`src/ciex_pkg.sv`:
```
// Package with the constants, opcodes and carriers of the execute subset.
`default_nettype none

package ciex_pkg;

  // ==========================================================================
  // Widths and reset values.
  // ==========================================================================
  localparam int unsigned DATA_W   = 8;     // Data byte width.
  localparam int unsigned FADDR_W  = 7;     // File register address width.
  localparam int unsigned PC_W     = 10;    // Default program counter width.
  localparam logic [7:0]  ACC_RST  = 8'h00; // Accumulator after reset.
  localparam logic [7:0]  WDT_CLR  = 8'h00; // Watchdog count after power down.
  localparam logic        DEST_ACC = 1'h0;  // Select value routing to accumulator.
  localparam logic        DEST_REG = 1'h1;  // Select value routing back to file.
  localparam logic        FLAG_CLR = 1'h0;  // Cleared flag level.
  localparam logic        FLAG_SET = 1'h1;  // Set flag level.

  // ==========================================================================
  // Opcodes of the executed subset; other codes are treated as idle.
  // ==========================================================================
  typedef enum logic [2:0] {
    CIEX_IDLE_OP       = 3'h0,
    CIEX_SUB_EXIT_OP   = 3'h1,
    CIEX_ROT_LEFT_OP   = 3'h2,
    CIEX_ROT_RIGHT_OP  = 3'h3,
    CIEX_LIT_MINUS_OP  = 3'h4,
    CIEX_FILE_MINUS_OP = 3'h5,
    CIEX_NIB_EXCH_OP   = 3'h6,
    CIEX_PWR_DOWN_OP   = 3'h7
  } ciex_op_t;

  // Decoded instruction as delivered by the fetch stage.
  typedef struct packed {
    ciex_op_t             op;      // Operation.
    logic [FADDR_W-1:0]   faddr;   // File register address, 0 to 127.
    logic                 dest;    // Destination select bit.
    logic [DATA_W-1:0]    literal; // Literal operand, 0 to 255.
  } ciex_instr_t;

  // Status flags; expiry and powered-down flags are active low.
  typedef struct packed {
    logic watchdog_expiry_flag;
    logic powered_down_flag;
    logic all_null;    // Result was zero.
    logic half_nibble; // No borrow out of bit 3.
    logic ripple_out;  // Carry; no borrow out of bit 7.
  } ciex_status_t;

  // Status after reset: both active-low flags read 1.
  localparam ciex_status_t STATUS_RST = '{1'h1, 1'h1, 1'h0, 1'h0, 1'h0};

  // Execution states.
  typedef enum logic [1:0] {
    CIEX_ST_RUN   = 2'h0,
    CIEX_ST_RET2  = 2'h1,
    CIEX_ST_SLEEP = 2'h2
  } ciex_state_t;

endpackage

`default_nettype wire

```
`src/ciex_core.sv`:
```
// Execute stage of the 8-bit core for the subset of operations below.
// Functional notes
// - Subroutine exit pops stack, loads head, two cycles.
// - Rotate left through ripple flag only.
// - Rotate right through ripple flag only.
// - Select 0 writes accumulator, 1 writes file.
// - Literal minus accumulator updates three flags.
// - File minus accumulator, routed, three flags.
// - Power down pulses watchdog clear output, one cycle.
// - Power down clears powered-down, sets expiry flag.
// - Power down halts execution until wake.
// - Nibble exchange swaps halves, no flags.
// - Nibble exchange stores to file when select 1.
`timescale 1ns/1ps
`default_nettype none

module ciex_core #(
  parameter int unsigned PC_WIDTH = ciex_pkg::PC_W  // Program counter width.
) (
  // Clock and reset.
  input  wire logic                         clk_i,
  input  wire logic                         sys_rst_i,
  // Instruction from the fetch stage.
  input  wire logic                         instr_valid_i,
  input  wire ciex_pkg::ciex_instr_t        instr_i,
  output logic                              instr_ready_o,
  // Hardware stack.
  input  wire logic [PC_WIDTH-1:0]          stack_head_entry_i,
  output logic                              stack_pop_o,
  // Watchdog and power control.
  output logic                              watchdog_clear_o,
  input  wire logic                         wake_i,
  output logic                              asleep_o,
  // Observed state.
  output logic [PC_WIDTH-1:0]               program_counter_o,
  output logic [ciex_pkg::DATA_W-1:0]       acc_o,
  output ciex_pkg::ciex_status_t            status_o,
  input  wire logic [ciex_pkg::FADDR_W-1:0] peek_addr_i,
  output logic [ciex_pkg::DATA_W-1:0]       peek_data_o
);

  // ==========================================================================
  // Storage.
  // ==========================================================================
  localparam int unsigned NFILE = 2 ** ciex_pkg::FADDR_W; // File register count.

  logic [ciex_pkg::DATA_W-1:0] file_mem [NFILE];  // File registers, cleared by reset.
  ciex_pkg::ciex_state_t       state_q, state_d;  // Execution state.
  logic [PC_WIDTH-1:0]         pc_q, pc_d;        // Program counter.
  logic [ciex_pkg::DATA_W-1:0] acc_q, acc_d;      // Accumulator.
  ciex_pkg::ciex_status_t      stat_q, stat_d;    // Status flags.
  logic                        wdclr_q, wdclr_d;  // Watchdog clear pulse.
  logic [ciex_pkg::DATA_W-1:0] peek_q;            // Registered peek data.
  logic                        fwe;               // File write enable.
  logic [ciex_pkg::DATA_W-1:0] result;            // Result to route.
  logic [ciex_pkg::DATA_W-1:0] fval;              // Addressed file value.
  logic                        take;              // Instruction accepted.

  // Subtraction helper: a minus b with no-borrow flags.
  function automatic logic [ciex_pkg::DATA_W+1:0] sub_flags(
    input logic [ciex_pkg::DATA_W-1:0] a,
    input logic [ciex_pkg::DATA_W-1:0] b
  );
    logic [ciex_pkg::DATA_W:0] diff;
    logic                      half;
    diff = {1'h0, a} - {1'h0, b};
    half = (a[3:0] >= b[3:0]);
    // Carry is the inverse of borrow, as two's complement subtraction yields.
    sub_flags = {~diff[ciex_pkg::DATA_W], half, diff[ciex_pkg::DATA_W-1:0]};
  endfunction

  assign fval          = file_mem[instr_i.faddr];
  assign instr_ready_o = (state_q == ciex_pkg::CIEX_ST_RUN);
  assign take          = instr_valid_i && instr_ready_o;

  // ==========================================================================
  // Next-state logic.
  // ==========================================================================
  // One instruction per cycle in RUN; the exit op spends a second cycle.
  always_comb
  begin
    logic [ciex_pkg::DATA_W+1:0] sf;
    sf           = '0;
    state_d      = state_q;
    pc_d         = pc_q;
    acc_d        = acc_q;
    stat_d       = stat_q;
    wdclr_d      = 1'h0;
    fwe          = 1'h0;
    result       = fval;
    stack_pop_o  = 1'h0;
    unique case (state_q)
      ciex_pkg::CIEX_ST_RUN:
      begin
        if (take)
        begin
          pc_d = pc_q + PC_WIDTH'(1);
          unique case (instr_i.op)
            ciex_pkg::CIEX_SUB_EXIT_OP:
            begin
              // Pop now, load the head entry, burn one extra cycle; flags kept.
              stack_pop_o = 1'h1;
              pc_d        = stack_head_entry_i;
              state_d     = ciex_pkg::CIEX_ST_RET2;
            end
            ciex_pkg::CIEX_ROT_LEFT_OP:
            begin
              result            = {fval[6:0], stat_q.ripple_out};
              stat_d.ripple_out = fval[7];
            end
            ciex_pkg::CIEX_ROT_RIGHT_OP:
            begin
              result            = {stat_q.ripple_out, fval[7:1]};
              stat_d.ripple_out = fval[0];
            end
            ciex_pkg::CIEX_LIT_MINUS_OP:
            begin
              sf                 = sub_flags(instr_i.literal, acc_q);
              acc_d              = sf[ciex_pkg::DATA_W-1:0];
              stat_d.ripple_out  = sf[ciex_pkg::DATA_W+1];
              stat_d.half_nibble = sf[ciex_pkg::DATA_W];
              stat_d.all_null    = (sf[ciex_pkg::DATA_W-1:0] == '0);
            end
            ciex_pkg::CIEX_FILE_MINUS_OP:
            begin
              sf                 = sub_flags(fval, acc_q);
              result             = sf[ciex_pkg::DATA_W-1:0];
              stat_d.ripple_out  = sf[ciex_pkg::DATA_W+1];
              stat_d.half_nibble = sf[ciex_pkg::DATA_W];
              stat_d.all_null    = (result == '0);
            end
            ciex_pkg::CIEX_NIB_EXCH_OP:
            begin
              result = {fval[3:0], fval[7:4]};
            end
            ciex_pkg::CIEX_PWR_DOWN_OP:
            begin
              wdclr_d                     = 1'h1;
              stat_d.powered_down_flag    = ciex_pkg::FLAG_CLR;
              stat_d.watchdog_expiry_flag = ciex_pkg::FLAG_SET;
              state_d                     = ciex_pkg::CIEX_ST_SLEEP;
            end
            default:
            begin
              // Idle op: the counter advance above is its only effect.
              result = fval;
            end
          endcase
          // Route file-result ops by the destination select bit.
          if (instr_i.op inside {ciex_pkg::CIEX_ROT_LEFT_OP, ciex_pkg::CIEX_ROT_RIGHT_OP,
                                 ciex_pkg::CIEX_FILE_MINUS_OP, ciex_pkg::CIEX_NIB_EXCH_OP})
          begin
            if (instr_i.dest == ciex_pkg::DEST_REG)
            begin
              fwe = 1'h1;
            end
            else
            begin
              acc_d = result;
            end
          end
        end
      end
      ciex_pkg::CIEX_ST_RET2:
      begin
        // Second cycle of the exit op; nothing else happens.
        state_d = ciex_pkg::CIEX_ST_RUN;
      end
      ciex_pkg::CIEX_ST_SLEEP:
      begin
        // Execution stays stopped until an outside wake event.
        if (wake_i)
        begin
          state_d = ciex_pkg::CIEX_ST_RUN;
        end
      end
      default:
      begin
        state_d = ciex_pkg::CIEX_ST_RUN;
      end
    endcase
  end

  // ==========================================================================
  // State registers.
  // ==========================================================================
  // Synchronous reset of all control state; the file array holds data only.
  always_ff @(posedge clk_i)
  begin
    if (sys_rst_i)
    begin
      state_q <= ciex_pkg::CIEX_ST_RUN;
      pc_q    <= '0;
      acc_q   <= ciex_pkg::ACC_RST;
      stat_q  <= ciex_pkg::STATUS_RST;
      wdclr_q <= 1'h0;
    end
    else
    begin
      state_q <= state_d;
      pc_q    <= pc_d;
      acc_q   <= acc_d;
      stat_q  <= stat_d;
      wdclr_q <= wdclr_d;
    end
  end

  // File write port and registered peek port. Reset clears the whole file, at the
  // cost of a wide reset, so that no operation can ever work on an unknown byte.
  always_ff @(posedge clk_i)
  begin
    if (sys_rst_i)
    begin
      for (int unsigned i = 0; i < NFILE; i++)
      begin
        file_mem[i] <= '0;
      end
    end
    else if (fwe)
    begin
      file_mem[instr_i.faddr] <= result;
    end
    peek_q <= file_mem[peek_addr_i];
  end

  assign program_counter_o = pc_q;
  assign acc_o             = acc_q;
  assign status_o          = stat_q;
  assign watchdog_clear_o  = wdclr_q;
  assign asleep_o          = (state_q == ciex_pkg::CIEX_ST_SLEEP);
  assign peek_data_o       = peek_q;

endmodule // ciex_core

`default_nettype wire

```
`config.mk`:
```
export PLATFORM = sky130hd
export DESIGN_NAME = ciex_core
export DESIGN_NICKNAME = d
export VERILOG_FILES = /design/src/ciex_pkg.sv /design/src/ciex_core.sv
export SDC_FILE = /design/constraint.sdc
export NUM_CORES = 2
export LEC_CHECK = 0
export BUFFER_PORTS_ARGS = -buffer_cell sky130_fd_sc_hd__buf_2
export CORE_MARGIN = 4
export CORE_UTILIZATION = 30
export CTS_BUF_LIST = sky130_fd_sc_hd__clkbuf_8
export DETAILED_ROUTE_END_ITERATION = 6
export GPL_TIMING_DRIVEN = 1
export PLACE_DENSITY = 0.41
export SYNTH_ARGS = -nofsm -noshare
export SYNTH_HDL_FRONTEND = slang
export SYNTH_SLANG_ARGS = --single-unit
export TNS_END_PERCENT = 20
```
`constraint.sdc`:
```
create_clock -name clk_i -period 11.8 [get_ports clk_i]
set_input_delay 2.36 -clock clk_i [delete_from_list [all_inputs] [get_ports clk_i]]
set_output_delay 2.36 -clock clk_i [all_outputs]
set_load 0.02 [all_outputs]
```
==> flow_summary_export.csv <==
group,metric,value,unit
clocking,root_buffer,"clkbuf_8",
synth,synthMuxAreaShare,0.1994,
worst_setup_path,reg2reg_from,"file_mem[122][0]$_SDFFCE_PN0P_",
worst_setup_path,startpoint,"instr_i[11]",
synth,syn-cell-area,56030,um^2
place,place_hpwl,165800,um
worst_setup_path,arrival,9190,ps
layout,fill_cells,18340,
sta,min_period,8511,ps
synth,synth-compound-area-share,0.07639,
worst_setup_path,crit_required,12480,ps
routing,detail-route-antenna-nets,0,
clocking,cts_buffers,198,
global_routing,grt_use_total,0.2527,
sta,setup_viol,0,
synth,syn_area_per_cell,13.00,um^2
pwr,finalPower,9.231,mW
clocking,clock-sinks,1057,
layout,register_area,31410,um^2
worst_setup_path,crit_chain,"clkbuf_8 -> nand2b_2 -> buf_4 -> o32ai_1 -> o21ai_0 -> nand4_1 -> nor4_4 -> ha_1 -> inv_1 -> fa_1 -> a21o_1 -> a21oi_1 -> o21ai_0 -> xor2_1 -> a22o_1 -> o41ai_4 -> buf_12 -> nor2_1",
sta,tns,0,ps
synth,synth_edf_count,1024,
place,dp_cells,6617,
synth,synth-simple-area-share,0.1219,
sta,tightest_slew,1328,ps
pwr,vdd_drop_max,0.0001081,V
worst_setup_path,crit_fanout,128,
sta,max_freq,0.1175,GHz
synth,synth_ff_type,"edfxtp_1",
worst_setup_path,slowest_stage,"nand2b_2",
sta,hold_viol_final,0,
synth,synth_fa_ha_area_frac,0.005404,
floorplanning,initial_utilization,0.3018,
routing,drc_errors,0,
worst_setup_path,path_common_cell,"o21ai_0",
clocking,clk_path_buf_depth,3,
worst_setup_path,regToRegSetupSlack,5770,ps
layout,drive_gt1_frac,0.2144,
sta,maxSlewViolCount,0,
worst_hold_path,hp-start,"status_o[3]$_SDFFE_PP1P_",
place,io_buffers,73,
routing,totalWireLength,248100,um
clocking,post_cts_resized,0,
layout,final_cells,6967,
place,dpl_cell_area,59260,um^2
floorplanning,die_y,440.2,um
worst_setup_path,end_kind,"register",
sta,period_share,0.7212,
routing,wl_per_cell,35.62,um
synth,synth-xor-area-share,0.001876,
sta,hold_ws,457.6,ps
floorplanning,coreArea,185600,um^2
clocking,clk-insertion-delay-late,970,ps
global_routing,antenna_found_initial,14,
layout,multi_input_area,22940,um^2
synth,netlist_instances,4310,
synth,ys_types,81,
clocking,htree_levels,4,
floorplanning,row_count,158,
worst_setup_path,crit_type,"primary input to register",
routing,drt_iter0_markers,4827,
clocking,cts_setup_buffers,0,
layout,final_nets,4400,
synth,async_reset_ff_frac,0,
synth,ys.warnings.count,0,
pwr,p_leak,21.89,nW
place,gp_congestion,0.9069,
floorplanning,ioPinCount,75,
layout,syn_to_final_growth,12.23,%
routing,dr.pass1.iters,5,
routing,via_count,40670,
pwr,powerDensity,146.8,nW/um^2
clocking,cts_tree,"built",
outcome,status,"finished, final reports clean",
floorplanning,dieArea,193700,um^2
synth,synth_nets,4373,
synth,yosysSeqAreaShare,0.5606,
global_routing,grt_first_pass_wirelength,343100,um
sta,skew,56.95,ps
job,maxCapViolations,0,
global_routing,grt_overflow,0,
worst_hold_path,holdCritPathClass,"register to register",
sta,rsz0062_at_grt,"false",
clocking,postCtsHoldBufs,0,
worst_setup_path,cpPeakStageDelay,910,ps
worst_setup_path,startpoint_type,"primary input",
layout,stdcell_area,62880,um^2
clocking,path_clk_slew,60,ps
routing,vias_per_cell,5.837,
sta,relSlewSlack,0.1102,
global_routing,grt_pass1_vias,40470,
synth,synth-seq-cells,1057,
synth,synth_top_family_by_area,"multiplexers",
global_routing,grt_max_degree,129,
floorplanning,die_w,440.2,um
cell type report:
type / count / area share
clock inverters: 141 / 0.01285
flip-flops and latches: 1057 / 0.4995
clock buffers: 204 / 0.04465
repair buffers: 210 / 0.02690
inverters: 29 / 0.001751
diodes: 5 / 0.0001990
well taps: 2480 / 0.04934
multi-input cells: 2841 / 0.3648
cells in the mapped netlist, types with 6 or more instances:
library cell	number	share of area
a22oi_1	85	0.011
buf_1	47	0.0031
nand4_1	9	0.0010
o22ai_1	32	0.0036
mux2_1	13	0.0026
buf_2	129	0.012
mux2i_1	133	0.024
a221oi_1	109	0.017
edfxtp_1	1024	0.55
xnor2_1	9	0.0014
and3_1	14	0.0016
nor3_1	26	0.0023
nand3b_1	6	0.00080
mux4_2	394	0.16
o31ai_1	6	0.00080
a31oi_1	16	0.0018
a21oi_1	72	0.0064
o221ai_1	7	0.0011
a221o_1	44	0.0079
a32oi_1	6	0.00094
nor2_1	1108	0.074
o22a_1	9	0.0014
or3_1	9	0.0010
ha_1	21	0.0047
o2bb2ai_1	11	0.0017
mux2_2	73	0.015
inv_1	27	0.0018
a22o_1	14	0.0022
nand2_1	223	0.015
and2_1	11	0.0012
o211ai_1	9	0.0012
nand2b_1	146	0.016
clkbuf_1	152	0.010
a21o_1	12	0.0016
a211oi_1	17	0.0023
buf_4	52	0.0070
nand3_1	28	0.0025
dfxtp_1	33	0.012
o21ai_0	65	0.0058
nor2b_1	16	0.0018
power by group:
part           total [mW]  switching, mW  internal (mW)
Combinational        1.46           1.02          0.440
Sequential           4.31         0.0751           4.24
Clock                3.46           1.71           1.75
layout by cell type (no fill, tap or decap), types with 9 or more instances in the layout:
cell type and n:
a221oi_1 109, nor3_2 11, mux2_2 73, ha_1 21
mux4_2 394, and3_1 14, nor2b_1 10, o211ai_1 9
a22o_1 14, nand3_1 28, o21ai_0 65, edfxtp_1 1024
mux2i_1 133, o22ai_1 31, a22oi_1 85, nor3_1 16
xnor2_1 9, nand2_1 223, o22a_1 9, buf_4 120
a31oi_1 16, clkinv_1 39, inv_1 96, dfxtp_1 33
nand2b_1 145, nor2_1 1104, o2bb2ai_1 11, clkbuf_8 205
buf_12 19, or3_1 9, a21o_1 12, a221o_1 44
mux2_1 13, and2_1 9, a21oi_1 72, a211oi_1 16
buf_2 65, nand4_1 9, clkinv_2 11
layer usage:
layer | routed length (um) | global-route usage | vias to the layer above | share of wire
met2 | 113400 | 0.3928 | 2099 | 0.46
met5 | 74 | 0 | - | 0.00030
met3 | 19360 | 0.04933 | 435 | 0.078
li1 | - | - | 16600 | -
met4 | 10540 | 0.09928 | 12 | 0.042
met1 | 104700 | 0.3480 | 21520 | 0.42
registers in the layout (all words and copies together), names as in the netlist:
register	count
status_o	4
file_mem	1024
acc_o	8
peek_data_o	8
state_q	2
watchdog_clear_o	1
program_counter_o	10
cells by family (layout without fill, tap and decap cells):
family	count (synthesis)	after routing
compound gates	569	569
xor+xnor	12	12
fa+ha+maj	23	23
buf+inv	412	584
flops	1057	1057
mux	613	613
other cells	1	6
simple gates	1623	1623
through the flow:
stage / setup WS, ps / util
floorplan: 4957 / -
global placement: 2517 / 0.3192
detailed placement: 2502 / 0.3192
CTS: 3571 / 0.3387
global route: 3258 / 0.3387
finish: 3289 / 0.3388
path summary, 6_finish.rpt:
kind,endpoint,cells after the start
worst max-delay path,file_mem[101][6]$_SDFFCE_PN0P_,18
worst min-delay path,status_o[3]$_SDFFE_PP1P_,1
worst max register to register,file_mem[101][6]$_SDFFCE_PN0P_,17
worst min register to register,status_o[3]$_SDFFE_PP1P_,1
worst max-delay path, delay by kind of cell:
| family | cells | cell delay [ps] |
|---|---|---|
| XOR/XNOR | 1 | 190 |
| AO/OA/AOI/OAI | 7 | 2020 |
| adder cells (fa/ha/maj) | 2 | 690 |
| AND/OR/NAND/NOR | 4 | 2090 |
| buffers and inverters | 4 | 1340 |
Power figures use the tool's default switching activity.
